$ cat config.mk
export PLATFORM = sky130hd
export DESIGN_NAME = usf_top
export DESIGN_NICKNAME = d
export VERILOG_FILES = /design/src/logic/usf_pkg.sv /design/src/logic/usf_seq_match.sv /design/src/logic/usf_top.sv
export SDC_FILE = /design/constraint.sdc
export NUM_CORES = 1
export LEC_CHECK = 0
export BUFFER_PORTS_ARGS = -buffer_cell sky130_fd_sc_hd__buf_2
export CORE_ASPECT_RATIO = 1.2
export CORE_MARGIN = 5
export CORE_UTILIZATION = 55
export CTS_CLUSTER_DIAMETER = 150
export CTS_CLUSTER_SIZE = 24
export DETAILED_ROUTE_END_ITERATION = 10
export PLACE_DENSITY = 0.81
export SETUP_SLACK_MARGIN = 0.1
export SYNTH_ARGS = -nofsm -noshare
export SYNTH_HDL_FRONTEND = slang
export SYNTH_SLANG_ARGS = --single-unit
$ cat constraint.sdc
create_clock -name CORE_CLK -period 2.3 [get_ports CORE_CLK]
set_clock_uncertainty 0.1 [all_clocks]
set_input_delay 0.345 -clock CORE_CLK [delete_from_list [all_inputs] [get_ports CORE_CLK]]
set_output_delay 0.345 -clock CORE_CLK [all_outputs]
set_load 0.02 [all_outputs]
$ cat src/logic/usf_pkg.sv
// usf_pkg: register offsets, field positions, reset values and modes for the soft flow block
// assumes an apb slave with 32-bit data and word-aligned registers
package usf_pkg;
	localparam logic [7:0] OFS_FLOW_CTRL = 8'h50;
	localparam logic [7:0] OFS_RESUME1 = 8'h54;
	localparam logic [7:0] OFS_RESUME2 = 8'h58;
	localparam logic [7:0] OFS_PAUSE1 = 8'h5C;
	localparam logic [7:0] OFS_PAUSE2 = 8'h60;
	localparam logic [7:0] OFS_FLAG = 8'h18;
	localparam logic [7:0] OFS_LEVEL_SEL = 8'h34;
	localparam logic [7:0] OFS_MASK = 8'h38;
	localparam logic [7:0] OFS_RAW = 8'h3C;
	localparam logic [7:0] OFS_MASKED = 8'h40;
	localparam logic [7:0] OFS_CLEAR = 8'h44;
	// flow control register fields
	localparam int FC_EN = 0;
	localparam int FC_RXMODE = 1;
	localparam int FC_TXMODE = 3;
	localparam int FC_STRATEGY = 5;
	localparam int FC_ANY = 6;
	localparam int FC_SPECIAL = 7;
	localparam int FC_FIFO_EN = 8;
	// interrupt bit positions
	localparam int IRQ_TXEMPTY = 0;
	localparam int IRQ_PAUSE = 1;
	localparam int IRQ_RX = 2;
	localparam int IRQ_TX = 3;
	localparam int IRQ_TIMEOUT = 4;
	localparam int IRQ_ERROR = 5;
	localparam int IRQ_NUM = 6;
	localparam int FLAG_REMOTE_OFF = 13;
	localparam logic [1:0] MODE_OFF = 2'h0;
	localparam logic [1:0] MODE_FIRST = 2'h1;
	localparam logic [1:0] MODE_SECOND = 2'h2;
	localparam logic [1:0] MODE_BOTH = 2'h3;
	localparam logic [4:0] LEVEL_SEL_RESET = 5'h12;
endpackage

$ cat src/logic/usf_seq_match.sv
// usf_seq_match: one- or two-character sequence matcher for pause or resume
// assumes one received character per strobe, errors on the character ignored
`timescale 1ns/1ps
module usf_seq_match
(
	input wire logic clk,
	input wire logic rst_n,
	input wire logic strobe,
	input wire logic [7:0] char_in,
	input wire logic [1:0] mode,
	input wire logic [7:0] first_char,
	input wire logic [7:0] second_char,
	input wire logic clear,
	output logic hit,
	output logic part
);
	logic half_r;
	logic eq1;
	logic eq2;
	assign eq1 = char_in == first_char;
	assign eq2 = char_in == second_char;
	always_comb
	begin
		hit = 1'b0;
		part = 1'b0;
		if (strobe)
		begin
			unique case (mode)
				usf_pkg::MODE_OFF: hit = 1'b0;
				usf_pkg::MODE_FIRST: hit = eq1;
				usf_pkg::MODE_SECOND: hit = eq2;
				usf_pkg::MODE_BOTH:
				begin
					hit = half_r && eq2;
					part = eq1 || (half_r && eq2);
				end
			endcase
		end
	end
	// a broken sequence restarts from its first character [RULE23]
	always_ff @(posedge clk or negedge rst_n)
	begin
		if (!rst_n)
			half_r <= 1'b0;
		else if (clear || mode != usf_pkg::MODE_BOTH)
			half_r <= 1'b0;
		else if (strobe)
			half_r <= eq1 && !(half_r && eq2);
	end
endmodule

$ cat src/logic/usf_top.sv
// usf_top: in-band pause/resume flow control and interrupt merge for a serial port
// assumes the transmitter, receiver and fifos sit outside and report through plain ports
// Overview of operation
// [RULE1] flow control acts only while the enable bit is set
// [RULE2] receive mode picks first pair, second pair or both in sequence
// [RULE3] pause match halts transmitter after current character and sets pause flag
// [RULE4] unmasked pause flag shows in masked status and drives interrupt
// [RULE5] while paused, resume match clears pause flag and restarts transmitter
// [RULE6] any-character-resumes makes every character resume, and it is stored
// [RULE7] matched pause and resume characters are not stored, with two exceptions
// [RULE8] line errors on a character do not stop it matching
// [RULE9] transmit mode picks which pair is inserted automatically
// [RULE10] fifo over trigger level inserts a pause and sets remote-off flag
// [RULE11] fifo below trigger level after a pause inserts a resume, clears flag
// [RULE12] disabling flow control after a pause sends a resume and clears flag
// [RULE13] inserted characters use the normal transmit framing
// [RULE14] software polls remote-off before reading the receive fifo
// [RULE15] software never enables hardware and in-band flow control together
// [RULE16] special-character mode matches second pause value, flow control off
// [RULE17] special match neither halts nor drops; cleared by writing one
// [RULE18] six maskable sources merge into one output, raw and masked readable
// [RULE19] mask bit one enables a source, zero disables it
// [RULE20] tx-empty interrupt rises when busy falls
// [RULE21] receive interrupt follows trigger level or holding register, clearable
// [RULE22] transmit interrupt is edge triggered below watermark or on empty
// [RULE23] a broken two-character sequence restarts from its first character
//
// Our own choices: the address map and register access over APB.
`timescale 1ns/1ps
module usf_top
(
	input wire logic CORE_CLK,
	input wire logic RESET_N,
	input wire logic PSEL,
	input wire logic PENABLE,
	input wire logic PWRITE,
	input wire logic [7:0] PADDR,
	input wire logic [31:0] PWDATA,
	output logic [31:0] PRDATA,
	output logic PREADY,
	output logic PSLVERR,
	input wire logic RX_STROBE,
	input wire logic [7:0] RX_CHAR,
	output logic RX_STORE,
	input wire logic [4:0] RX_FILL,
	input wire logic [4:0] RX_TRIGGER,
	input wire logic [4:0] TX_FILL,
	input wire logic [4:0] TX_WATERMARK,
	input wire logic TX_BUSY,
	input wire logic TX_CHAR_DONE,
	output logic TX_HALT,
	output logic TX_INSERT_VALID,
	output logic [7:0] TX_INSERT_CHAR,
	input wire logic TX_INSERT_TAKEN,
	input wire logic TIMEOUT_EVENT,
	input wire logic ERROR_EVENT,
	output logic UART_IRQ
);
	logic [8:0] flow_ctrl_r;
	logic [7:0] resume1_r;
	logic [7:0] resume2_r;
	logic [7:0] pause1_r;
	logic [7:0] pause2_r;
	logic [4:0] level_sel_r;
	logic [5:0] mask_r;
	logic [5:0] raw_r;
	logic paused_r;
	logic halt_r;
	logic remote_off_r;
	logic pend_pause_r;
	logic pend_resume_r;
	logic [7:0] ins_char_r;
	logic ins_valid_r;
	logic ins_second_r;
	logic busy_d_r;
	logic rx_over_d_r;
	logic tx_below_d_r;
	logic tx_written_r;
	logic wr;
	logic rd;
	logic sw_en;
	logic special;
	logic [1:0] rx_mode;
	logic [1:0] tx_mode;
	logic [5:0] clr;
	logic pause_hit;
	logic pause_part;
	logic resume_hit;
	logic resume_part;
	logic any_resume;
	logic special_hit;
	logic rx_over;
	logic tx_below;
	logic [5:0] set;
	logic [1:0] strat_mode;
	assign wr = PSEL && PENABLE && PWRITE;
	assign rd = PSEL && !PWRITE;
	assign special = flow_ctrl_r[usf_pkg::FC_SPECIAL];
	// special-character detection switches flow control off [RULE16] [RULE1]
	assign sw_en = flow_ctrl_r[usf_pkg::FC_EN] && !special;
	assign rx_mode = sw_en ? flow_ctrl_r[usf_pkg::FC_RXMODE +: 2] : usf_pkg::MODE_OFF; // [RULE2]
	assign tx_mode = sw_en ? flow_ctrl_r[usf_pkg::FC_TXMODE +: 2] : usf_pkg::MODE_OFF; // [RULE9]
	// strategy bit set: resume checks both pairs in every receive mode except off
	assign strat_mode = flow_ctrl_r[usf_pkg::FC_STRATEGY] && rx_mode != usf_pkg::MODE_OFF
		? usf_pkg::MODE_BOTH : rx_mode;
	assign clr = (wr && PADDR == usf_pkg::OFS_CLEAR) ? PWDATA[5:0] : 6'h00;
	// matches look only at the character, never its error bits [RULE8]
	usf_seq_match u_pause
	(
		.clk(CORE_CLK),
		.rst_n(RESET_N),
		.strobe(RX_STROBE && !paused_r),
		.char_in(RX_CHAR),
		.mode(rx_mode),
		.first_char(pause1_r),
		.second_char(pause2_r),
		.clear(paused_r),
		.hit(pause_hit),
		.part(pause_part)
	);
	usf_seq_match u_resume
	(
		.clk(CORE_CLK),
		.rst_n(RESET_N),
		.strobe(RX_STROBE && paused_r),
		.char_in(RX_CHAR),
		.mode(strat_mode),
		.first_char(resume1_r),
		.second_char(resume2_r),
		.clear(!paused_r),
		.hit(resume_hit),
		.part(resume_part)
	);
	assign any_resume = RX_STROBE && paused_r && flow_ctrl_r[usf_pkg::FC_ANY]; // [RULE6]
	assign special_hit = special && RX_STROBE && RX_CHAR == pause2_r; // [RULE16]
	// store unless the character belongs to a pause or resume match, except the character that any-resume lets resume and in special mode [RULE7] [RULE17]
	assign RX_STORE = RX_STROBE && (any_resume || special
		|| !(pause_hit || pause_part || resume_hit || resume_part));
	// pause state and halt of the local transmitter
	always_ff @(posedge CORE_CLK or negedge RESET_N)
	begin
		if (!RESET_N)
			paused_r <= 1'b0;
		else if (!sw_en || resume_hit || any_resume)
			paused_r <= 1'b0; // [RULE5] [RULE6]
		else if (pause_hit)
			paused_r <= 1'b1; // [RULE3]
	end
	// halt is raised when the current character ends, so it is never cut short
	always_ff @(posedge CORE_CLK or negedge RESET_N)
	begin
		if (!RESET_N)
			halt_r <= 1'b0;
		// drops on the same edge as the pause, so halt never outlives it
		else if (!paused_r || !sw_en || resume_hit || any_resume)
			halt_r <= 1'b0;
		else if (!TX_BUSY || TX_CHAR_DONE)
			halt_r <= 1'b1; // [RULE3]
	end
	assign TX_HALT = halt_r;
	// automatic insertion on receive fill level
	assign rx_over = RX_FILL >= RX_TRIGGER;
	always_ff @(posedge CORE_CLK or negedge RESET_N)
	begin
		if (!RESET_N)
			rx_over_d_r <= 1'b0;
		else
			rx_over_d_r <= rx_over;
	end
	always_ff @(posedge CORE_CLK or negedge RESET_N)
	begin
		if (!RESET_N)
		begin
			pend_pause_r <= 1'b0;
			pend_resume_r <= 1'b0;
		end
		else
		begin
			if (tx_mode != usf_pkg::MODE_OFF && rx_over && !rx_over_d_r && !remote_off_r)
				pend_pause_r <= 1'b1; // [RULE10]
			else if (ins_valid_r && TX_INSERT_TAKEN && !ins_second_r && !pend_resume_r)
				pend_pause_r <= 1'b0;
			if (remote_off_r && !ins_valid_r && (tx_mode == usf_pkg::MODE_OFF || !rx_over))
				pend_resume_r <= 1'b1; // [RULE11] [RULE12]
			else if (ins_valid_r && TX_INSERT_TAKEN && !ins_second_r)
				pend_resume_r <= 1'b0;
		end
	end
	// insertion goes through the normal transmitter, so framing matches data [RULE13]
	always_ff @(posedge CORE_CLK or negedge RESET_N)
	begin
		if (!RESET_N)
		begin
			ins_valid_r <= 1'b0;
			ins_char_r <= 8'h00;
			ins_second_r <= 1'b0;
			remote_off_r <= 1'b0;
		end
		else if (ins_valid_r)
		begin
			if (TX_INSERT_TAKEN)
			begin
				if (ins_second_r)
				begin
					ins_char_r <= pend_resume_r ? resume2_r : pause2_r;
					ins_second_r <= 1'b0;
				end
				else
				begin
					ins_valid_r <= 1'b0;
					remote_off_r <= !pend_resume_r; // [RULE10] [RULE11]
				end
			end
		end
		else if (pend_resume_r)
		begin
			ins_valid_r <= 1'b1;
			ins_char_r <= flow_ctrl_r[usf_pkg::FC_TXMODE +: 2] == usf_pkg::MODE_SECOND
				? resume2_r : resume1_r;
			ins_second_r <= flow_ctrl_r[usf_pkg::FC_TXMODE +: 2] == usf_pkg::MODE_BOTH;
		end
		else if (pend_pause_r)
		begin
			ins_valid_r <= 1'b1;
			ins_char_r <= tx_mode == usf_pkg::MODE_SECOND ? pause2_r : pause1_r;
			ins_second_r <= tx_mode == usf_pkg::MODE_BOTH;
		end
	end
	assign TX_INSERT_VALID = ins_valid_r;
	assign TX_INSERT_CHAR = ins_char_r;
	// interrupt events
	assign tx_below = flow_ctrl_r[usf_pkg::FC_FIFO_EN] ? TX_FILL < TX_WATERMARK : TX_FILL == 5'h00;
	always_ff @(posedge CORE_CLK or negedge RESET_N)
	begin
		if (!RESET_N)
		begin
			busy_d_r <= 1'b0;
			tx_below_d_r <= 1'b0;
			tx_written_r <= 1'b0;
		end
		else
		begin
			busy_d_r <= TX_BUSY;
			tx_below_d_r <= tx_below;
			if (TX_FILL != 5'h00)
				tx_written_r <= 1'b1;
		end
	end
	always_comb
	begin
		set = 6'h00;
		set[usf_pkg::IRQ_TXEMPTY] = busy_d_r && !TX_BUSY; // [RULE20]
		set[usf_pkg::IRQ_PAUSE] = pause_hit || special_hit; // [RULE3] [RULE16]
		// without fifos the flag simply follows the holding register
		set[usf_pkg::IRQ_RX] = flow_ctrl_r[usf_pkg::FC_FIFO_EN]
			? rx_over && !rx_over_d_r : RX_FILL != 5'h00; // [RULE21]
		set[usf_pkg::IRQ_TX] = tx_below && !tx_below_d_r && tx_written_r; // [RULE22]
		set[usf_pkg::IRQ_TIMEOUT] = TIMEOUT_EVENT;
		set[usf_pkg::IRQ_ERROR] = ERROR_EVENT;
	end
	// set wins over any clear in the same cycle
	always_ff @(posedge CORE_CLK or negedge RESET_N)
	begin
		if (!RESET_N)
			raw_r <= 6'h00;
		else
		begin
			raw_r <= (raw_r & ~clr) | set; // [RULE17]
			if (!set[usf_pkg::IRQ_PAUSE] && (resume_hit || any_resume))
				raw_r[usf_pkg::IRQ_PAUSE] <= 1'b0; // [RULE5]
			if (!set[usf_pkg::IRQ_RX] && (!rx_over || !flow_ctrl_r[usf_pkg::FC_FIFO_EN]))
				raw_r[usf_pkg::IRQ_RX] <= 1'b0; // [RULE21]
			if (!set[usf_pkg::IRQ_TX] && !tx_below)
				raw_r[usf_pkg::IRQ_TX] <= 1'b0; // [RULE22]
		end
	end
	assign UART_IRQ = |(raw_r & mask_r); // [RULE4] [RULE18] [RULE19]
	// register writes
	always_ff @(posedge CORE_CLK or negedge RESET_N)
	begin
		if (!RESET_N)
		begin
			flow_ctrl_r <= 9'h000;
			resume1_r <= 8'h00;
			resume2_r <= 8'h00;
			pause1_r <= 8'h00;
			pause2_r <= 8'h00;
			level_sel_r <= usf_pkg::LEVEL_SEL_RESET;
			mask_r <= 6'h00;
		end
		else if (wr)
		begin
			unique case (PADDR)
				usf_pkg::OFS_FLOW_CTRL: flow_ctrl_r <= PWDATA[8:0];
				usf_pkg::OFS_RESUME1: resume1_r <= PWDATA[7:0];
				usf_pkg::OFS_RESUME2: resume2_r <= PWDATA[7:0];
				usf_pkg::OFS_PAUSE1: pause1_r <= PWDATA[7:0];
				usf_pkg::OFS_PAUSE2: pause2_r <= PWDATA[7:0];
				usf_pkg::OFS_LEVEL_SEL: level_sel_r <= PWDATA[4:0];
				usf_pkg::OFS_MASK: mask_r <= PWDATA[5:0]; // [RULE19]
				default: ;
			endcase
		end
	end
	// read data registered in the setup cycle, one wait-free access phase
	always_ff @(posedge CORE_CLK or negedge RESET_N)
	begin
		if (!RESET_N)
			PRDATA <= 32'h0000_0000;
		else if (rd && !PENABLE)
		begin
			unique case (PADDR)
				usf_pkg::OFS_FLOW_CTRL: PRDATA <= {23'h0, flow_ctrl_r};
				usf_pkg::OFS_RESUME1: PRDATA <= {24'h0, resume1_r};
				usf_pkg::OFS_RESUME2: PRDATA <= {24'h0, resume2_r};
				usf_pkg::OFS_PAUSE1: PRDATA <= {24'h0, pause1_r};
				usf_pkg::OFS_PAUSE2: PRDATA <= {24'h0, pause2_r};
				usf_pkg::OFS_LEVEL_SEL: PRDATA <= {27'h0, level_sel_r};
				usf_pkg::OFS_MASK: PRDATA <= {26'h0, mask_r};
				usf_pkg::OFS_RAW: PRDATA <= {26'h0, raw_r}; // [RULE18]
				usf_pkg::OFS_MASKED: PRDATA <= {26'h0, raw_r & mask_r};
				usf_pkg::OFS_FLAG: PRDATA <= 32'(remote_off_r) << usf_pkg::FLAG_REMOTE_OFF;
				default: PRDATA <= 32'h0000_0000;
			endcase
		end
	end
	assign PREADY = 1'b1;
	assign PSLVERR = 1'b0;

	AST_HALT_ONLY_PAUSED: assert property (@(posedge CORE_CLK) disable iff (!RESET_N)
		TX_HALT |-> paused_r) else $error("halt without pause"); // [RULE3]
	AST_PAUSE_FLAG: assert property (@(posedge CORE_CLK) disable iff (!RESET_N)
		pause_hit |=> raw_r[usf_pkg::IRQ_PAUSE]) else $error("pause flag not set"); // [RULE3]
	AST_IRQ_MERGE: assert property (@(posedge CORE_CLK) disable iff (!RESET_N)
		(raw_r[1] && mask_r[1]) |-> UART_IRQ) else $error("irq not raised"); // [RULE4]
	AST_RESUME_CLEARS: assert property (@(posedge CORE_CLK) disable iff (!RESET_N)
		(resume_hit && !pause_hit) |=> !paused_r && !raw_r[1]) else $error("resume failed"); // [RULE5]
	AST_ANY_STORE: assert property (@(posedge CORE_CLK) disable iff (!RESET_N)
		any_resume |-> RX_STORE) else $error("any resume char dropped"); // [RULE6]
	AST_MATCH_DROP: assert property (@(posedge CORE_CLK) disable iff (!RESET_N)
		(pause_hit && !special) |-> !RX_STORE) else $error("pause char stored"); // [RULE7]
	AST_OFF_NO_MATCH: assert property (@(posedge CORE_CLK) disable iff (!RESET_N)
		!flow_ctrl_r[0] |-> !pause_hit) else $error("match while disabled"); // [RULE1]
	AST_TXEMPTY: assert property (@(posedge CORE_CLK) disable iff (!RESET_N)
		$fell(TX_BUSY) |=> raw_r[usf_pkg::IRQ_TXEMPTY]) else $error("tx empty missed"); // [RULE20]
	AST_SPECIAL_NOHALT: assert property (@(posedge CORE_CLK) disable iff (!RESET_N)
		special |=> !paused_r) else $error("special halted"); // [RULE17]
	COV_PAUSE: cover property (@(posedge CORE_CLK) disable iff (!RESET_N) $rose(TX_HALT));
	COV_INSERT: cover property (@(posedge CORE_CLK) disable iff (!RESET_N)
		TX_INSERT_VALID && TX_INSERT_TAKEN);
	COV_SPECIAL: cover property (@(posedge CORE_CLK) disable iff (!RESET_N) special_hit);
endmodule

==> flow_metrics.py <==
metrics = {
    "layout": {
        "layout.cells.non_filler": 750,
        "final_cell_area_um2": 6330,
        "final_cell_mix": "dfrtp_1, buf_2, mux2_2, nand2_1, buf_4",
        "fillers": 753,
        "layout_commonest_cell": "dfrtp_1",
        "syn2layout_area_growth_pct": 19.1,
        "diodes": 0,
        "finalNetCount": 710,
        "utilization": 0.666,
        "layout-drive-gt1-share": 0.338,
        "multiInputGateArea_um2": 2860,
        "regArea_um2": 2230,
    },
    "grt": {
        "grt_pass1_vias": 4695,
        "grt_max_degree": 54,
        "grt.overflow.total": 0,
        "grt_pass1_wl_um": 24200,
        "track_usage": 0.264,
        "antenna_found_initial": 0,
    },
    "route": {
        "vias_per_cell": 6.10,
        "drc": 0,
        "ant_nets": 0,
        "drt_pass1_iterations": 5,
        "vias": 4573,
        "drtIter0Drc": 267,
        "wirelength_um": 15100,
        "wl_per_cell_um": 20.2,
    },
    "synthesis": {
        "syn_area_per_cell_um2": 10.2,
        "synth-edff-count": 0,
        "ys_seq_area_frac": 0.419,
        "ys_ff_latch": 89,
        "syn_area_um2": 5320,
        "yosysWarnings": 0,
        "synthCells": 523,
        "async_flop_share": 1.00,
        "synth_top_flop_cell": "dfrtp_1",
        "yosysUniqueCellTypes": 62,
    },
    "floorplan": {
        "ios": 125,
        "rows": 39,
        "die_h_um": 118,
        "dieArea_um2": 11700,
        "initial_utilization": 0.559,
        "die_w_um": 99.8,
        "core_area_um2": 9520,
    },
    "placed_design": {
        "routabilityCongestion": 0.970,
        "placed_cells": 725,
        "dp_hpwl_um": 11400,
        "pre_cts_ws_ns": 0.109,
        "place_area_um2": 5910,
        "io_buffers": 77,
    },
    "run_status": {
        "outcome": "finished, violations left",
        "violations": "negative setup slack",
    },
    "power": {
        "p_clk_frac": 0.364,
        "p_per_area_nw_per_um2": 690,
        "seq_power_share": 0.401,
        "peakVddDrop_mv": 0.517,
        "swShare": 0.305,
        "p_comb_frac": 0.235,
        "switchingPower_mw": 1.34,
        "p_leak_nw": 3.04,
        "p_int_mw": 3.04,
    },
    "sta": {
        "post-route-period-util": 1.06,
        "min_period_ns": 2.44,
        "setup_ws_ns": -0.138,
        "worstMarginPinSlew_ns": 0.778,
        "timing.fmax_ghz": 0.410,
        "final_max_slew_viol_count": 0,
        "setup_viol": 1,
        "rsz0062_at_grt": "yes",
        "relSlewSlack": 0.481,
        "hold_viol": 0,
    },
    "clock_tree": {
        "cts_max_level": 3,
        "cts_sinks": 89,
        "clkSlewWorstSetupHoldPaths_ns": 0.06,
        "cts_root_buffer": "clkbuf_16",
        "worstSkewPairLatency_ns": 0.35,
        "tritoncts": "yes",
        "cts_buffers": 9,
        "cts_buffer_depth": 2,
    },
    "critical_path": {
        "arrival_ns": 1.99,
        "crit_fanout": 4,
        "critPathRequiredTime_ns": 1.86,
        "crit_type": "flop to output port",
        "worstSetupStartpointType": "flop",
        "end_kind": "output port",
    },
    "flow_run": {
        "cap_viol_max_count": 0,
    },
    "worst_hold_path": {
        "hold_class": "input port to flop",
    },
}
==> power by group through the flow <==
stage	Clock [mW]	Sequential (mW)	Combinational (mW)
after floorplan	0	1.83	0.615
after CTS	1.60	1.75	1.02
after detailed placement	0	1.78	1.00
after global routing	1.67	1.76	1.12
after global placement	0	1.77	0.968
final	1.59	1.75	1.03
==> synthesized netlist by cell type (7+ instances only) <==
| cell type | number | share of area |
|---|---|---|
| a22o_1 | 8 | 0.013 |
| dfrtp_1 | 87 | 0.41 |
| a21o_1 | 7 | 0.0099 |
| o21ai_0 | 22 | 0.021 |
| mux2_2 | 62 | 0.13 |
| buf_4 | 26 | 0.037 |
| nor2b_1 | 14 | 0.016 |
| nor2_1 | 25 | 0.018 |
| a22oi_1 | 11 | 0.016 |
| ha_1 | 9 | 0.021 |
| buf_2 | 8 | 0.0075 |
| a211oi_1 | 11 | 0.016 |
| a21oi_1 | 18 | 0.017 |
| nand3_1 | 13 | 0.012 |
| inv_1 | 14 | 0.0099 |
| xnor2_1 | 32 | 0.053 |
| clkbuf_1 | 16 | 0.011 |
| mux2i_1 | 14 | 0.026 |
| nand2_1 | 44 | 0.031 |
| nand4_1 | 11 | 0.013 |
==> flip-flops by register name, indices dropped and copies added (netlist names), 5 cells and up <==
signal and cells:
resume1_r 8, raw_r 6, PRDATA 10, pause2_r 8, pause1_r 8, mask_r 6, TX_INSERT_CHAR 8, resume2_r 8
level_sel_r 5, flow_ctrl_r 9
==> kinds of logic after synthesis <==
| group | count (synthesis) | synth area share |
|---|---|---|
| compound gates | 107 | 0.139 |
| xor+xnor | 32 | 0.0527 |
| fa+ha+maj | 10 | 0.0231 |
| buf+inv | 65 | 0.0661 |
| flops | 89 | 0.419 |
| mux | 76 | 0.158 |
| other cells | 2 | 0.00141 |
| simple gates | 142 | 0.141 |
==> path summary, 6_finish.rpt <==
kind,from,to,slack (ns),cells after the start
max,pause2_r[4],RX_STORE,-0.14,6
min,TX_BUSY,busy_d_r,0.05,1
max reg2reg,flow_ctrl_r[0],TX_INSERT_CHAR[2],0.16,6
min reg2reg,rx_over_d_r,pend_pause_r,0.38,1
max in group asynchronous,RESET_N,level_sel_r[4],1.00,3
min in group asynchronous,RESET_N,pause2_r[7],0.40,2
==> worst max-delay path: stages (launching register included) <==
cell and delay (ns):
dfrtp_1 0.44, xnor2_1 0.26, nand4_1 0.13, nor2_1 0.29
a32o_1 0.27, a221oi_2 0.08, buf_4 0.17
==> metrics by stage <==
step | TNS, ns | hold slack [ns] | power [mW]
after floorplan | 0 | -0.0506 | 2.44
after global placement | 0 | 0.234 | 2.74
after detailed placement | 0 | 0.244 | 2.78
after CTS | -0.128 | 0.0393 | 4.38
after global routing | -0.242 | 0.0398 | 4.54
final | -0.138 | 0.0452 | 4.37
==> timing repair <==
action                                 in CTS  in global routing
pin swaps                                   4                  5
setup endpoints to repair                   2                  1
endpoints found under the hold margin      35                  0
hold buffers                                1                  0
resized for setup                           9                  1
buffers inserted                            4                  4
==> metal layers <==
metal  part of all wire  track usage  vias up  routed length [um]
li1                   -            -     2040                   -
met1               0.38        0.310     2250                5710
met2               0.51        0.455      231                7770
met3              0.072       0.0545       52                1090
met4              0.038        0.126        0                 576
met5                  0            0        -                   0
==> layout make-up <==
cell class                 count  area share
multi-input combinational    391       0.451
sequential                    89       0.352
timing repair buffer         117       0.113
clock buffer                  10      0.0362
tap                          123      0.0243
clock inverter                 6      0.0144
inverter                      14     0.00830
Note: power is estimated with default switching activity, not from simulation.
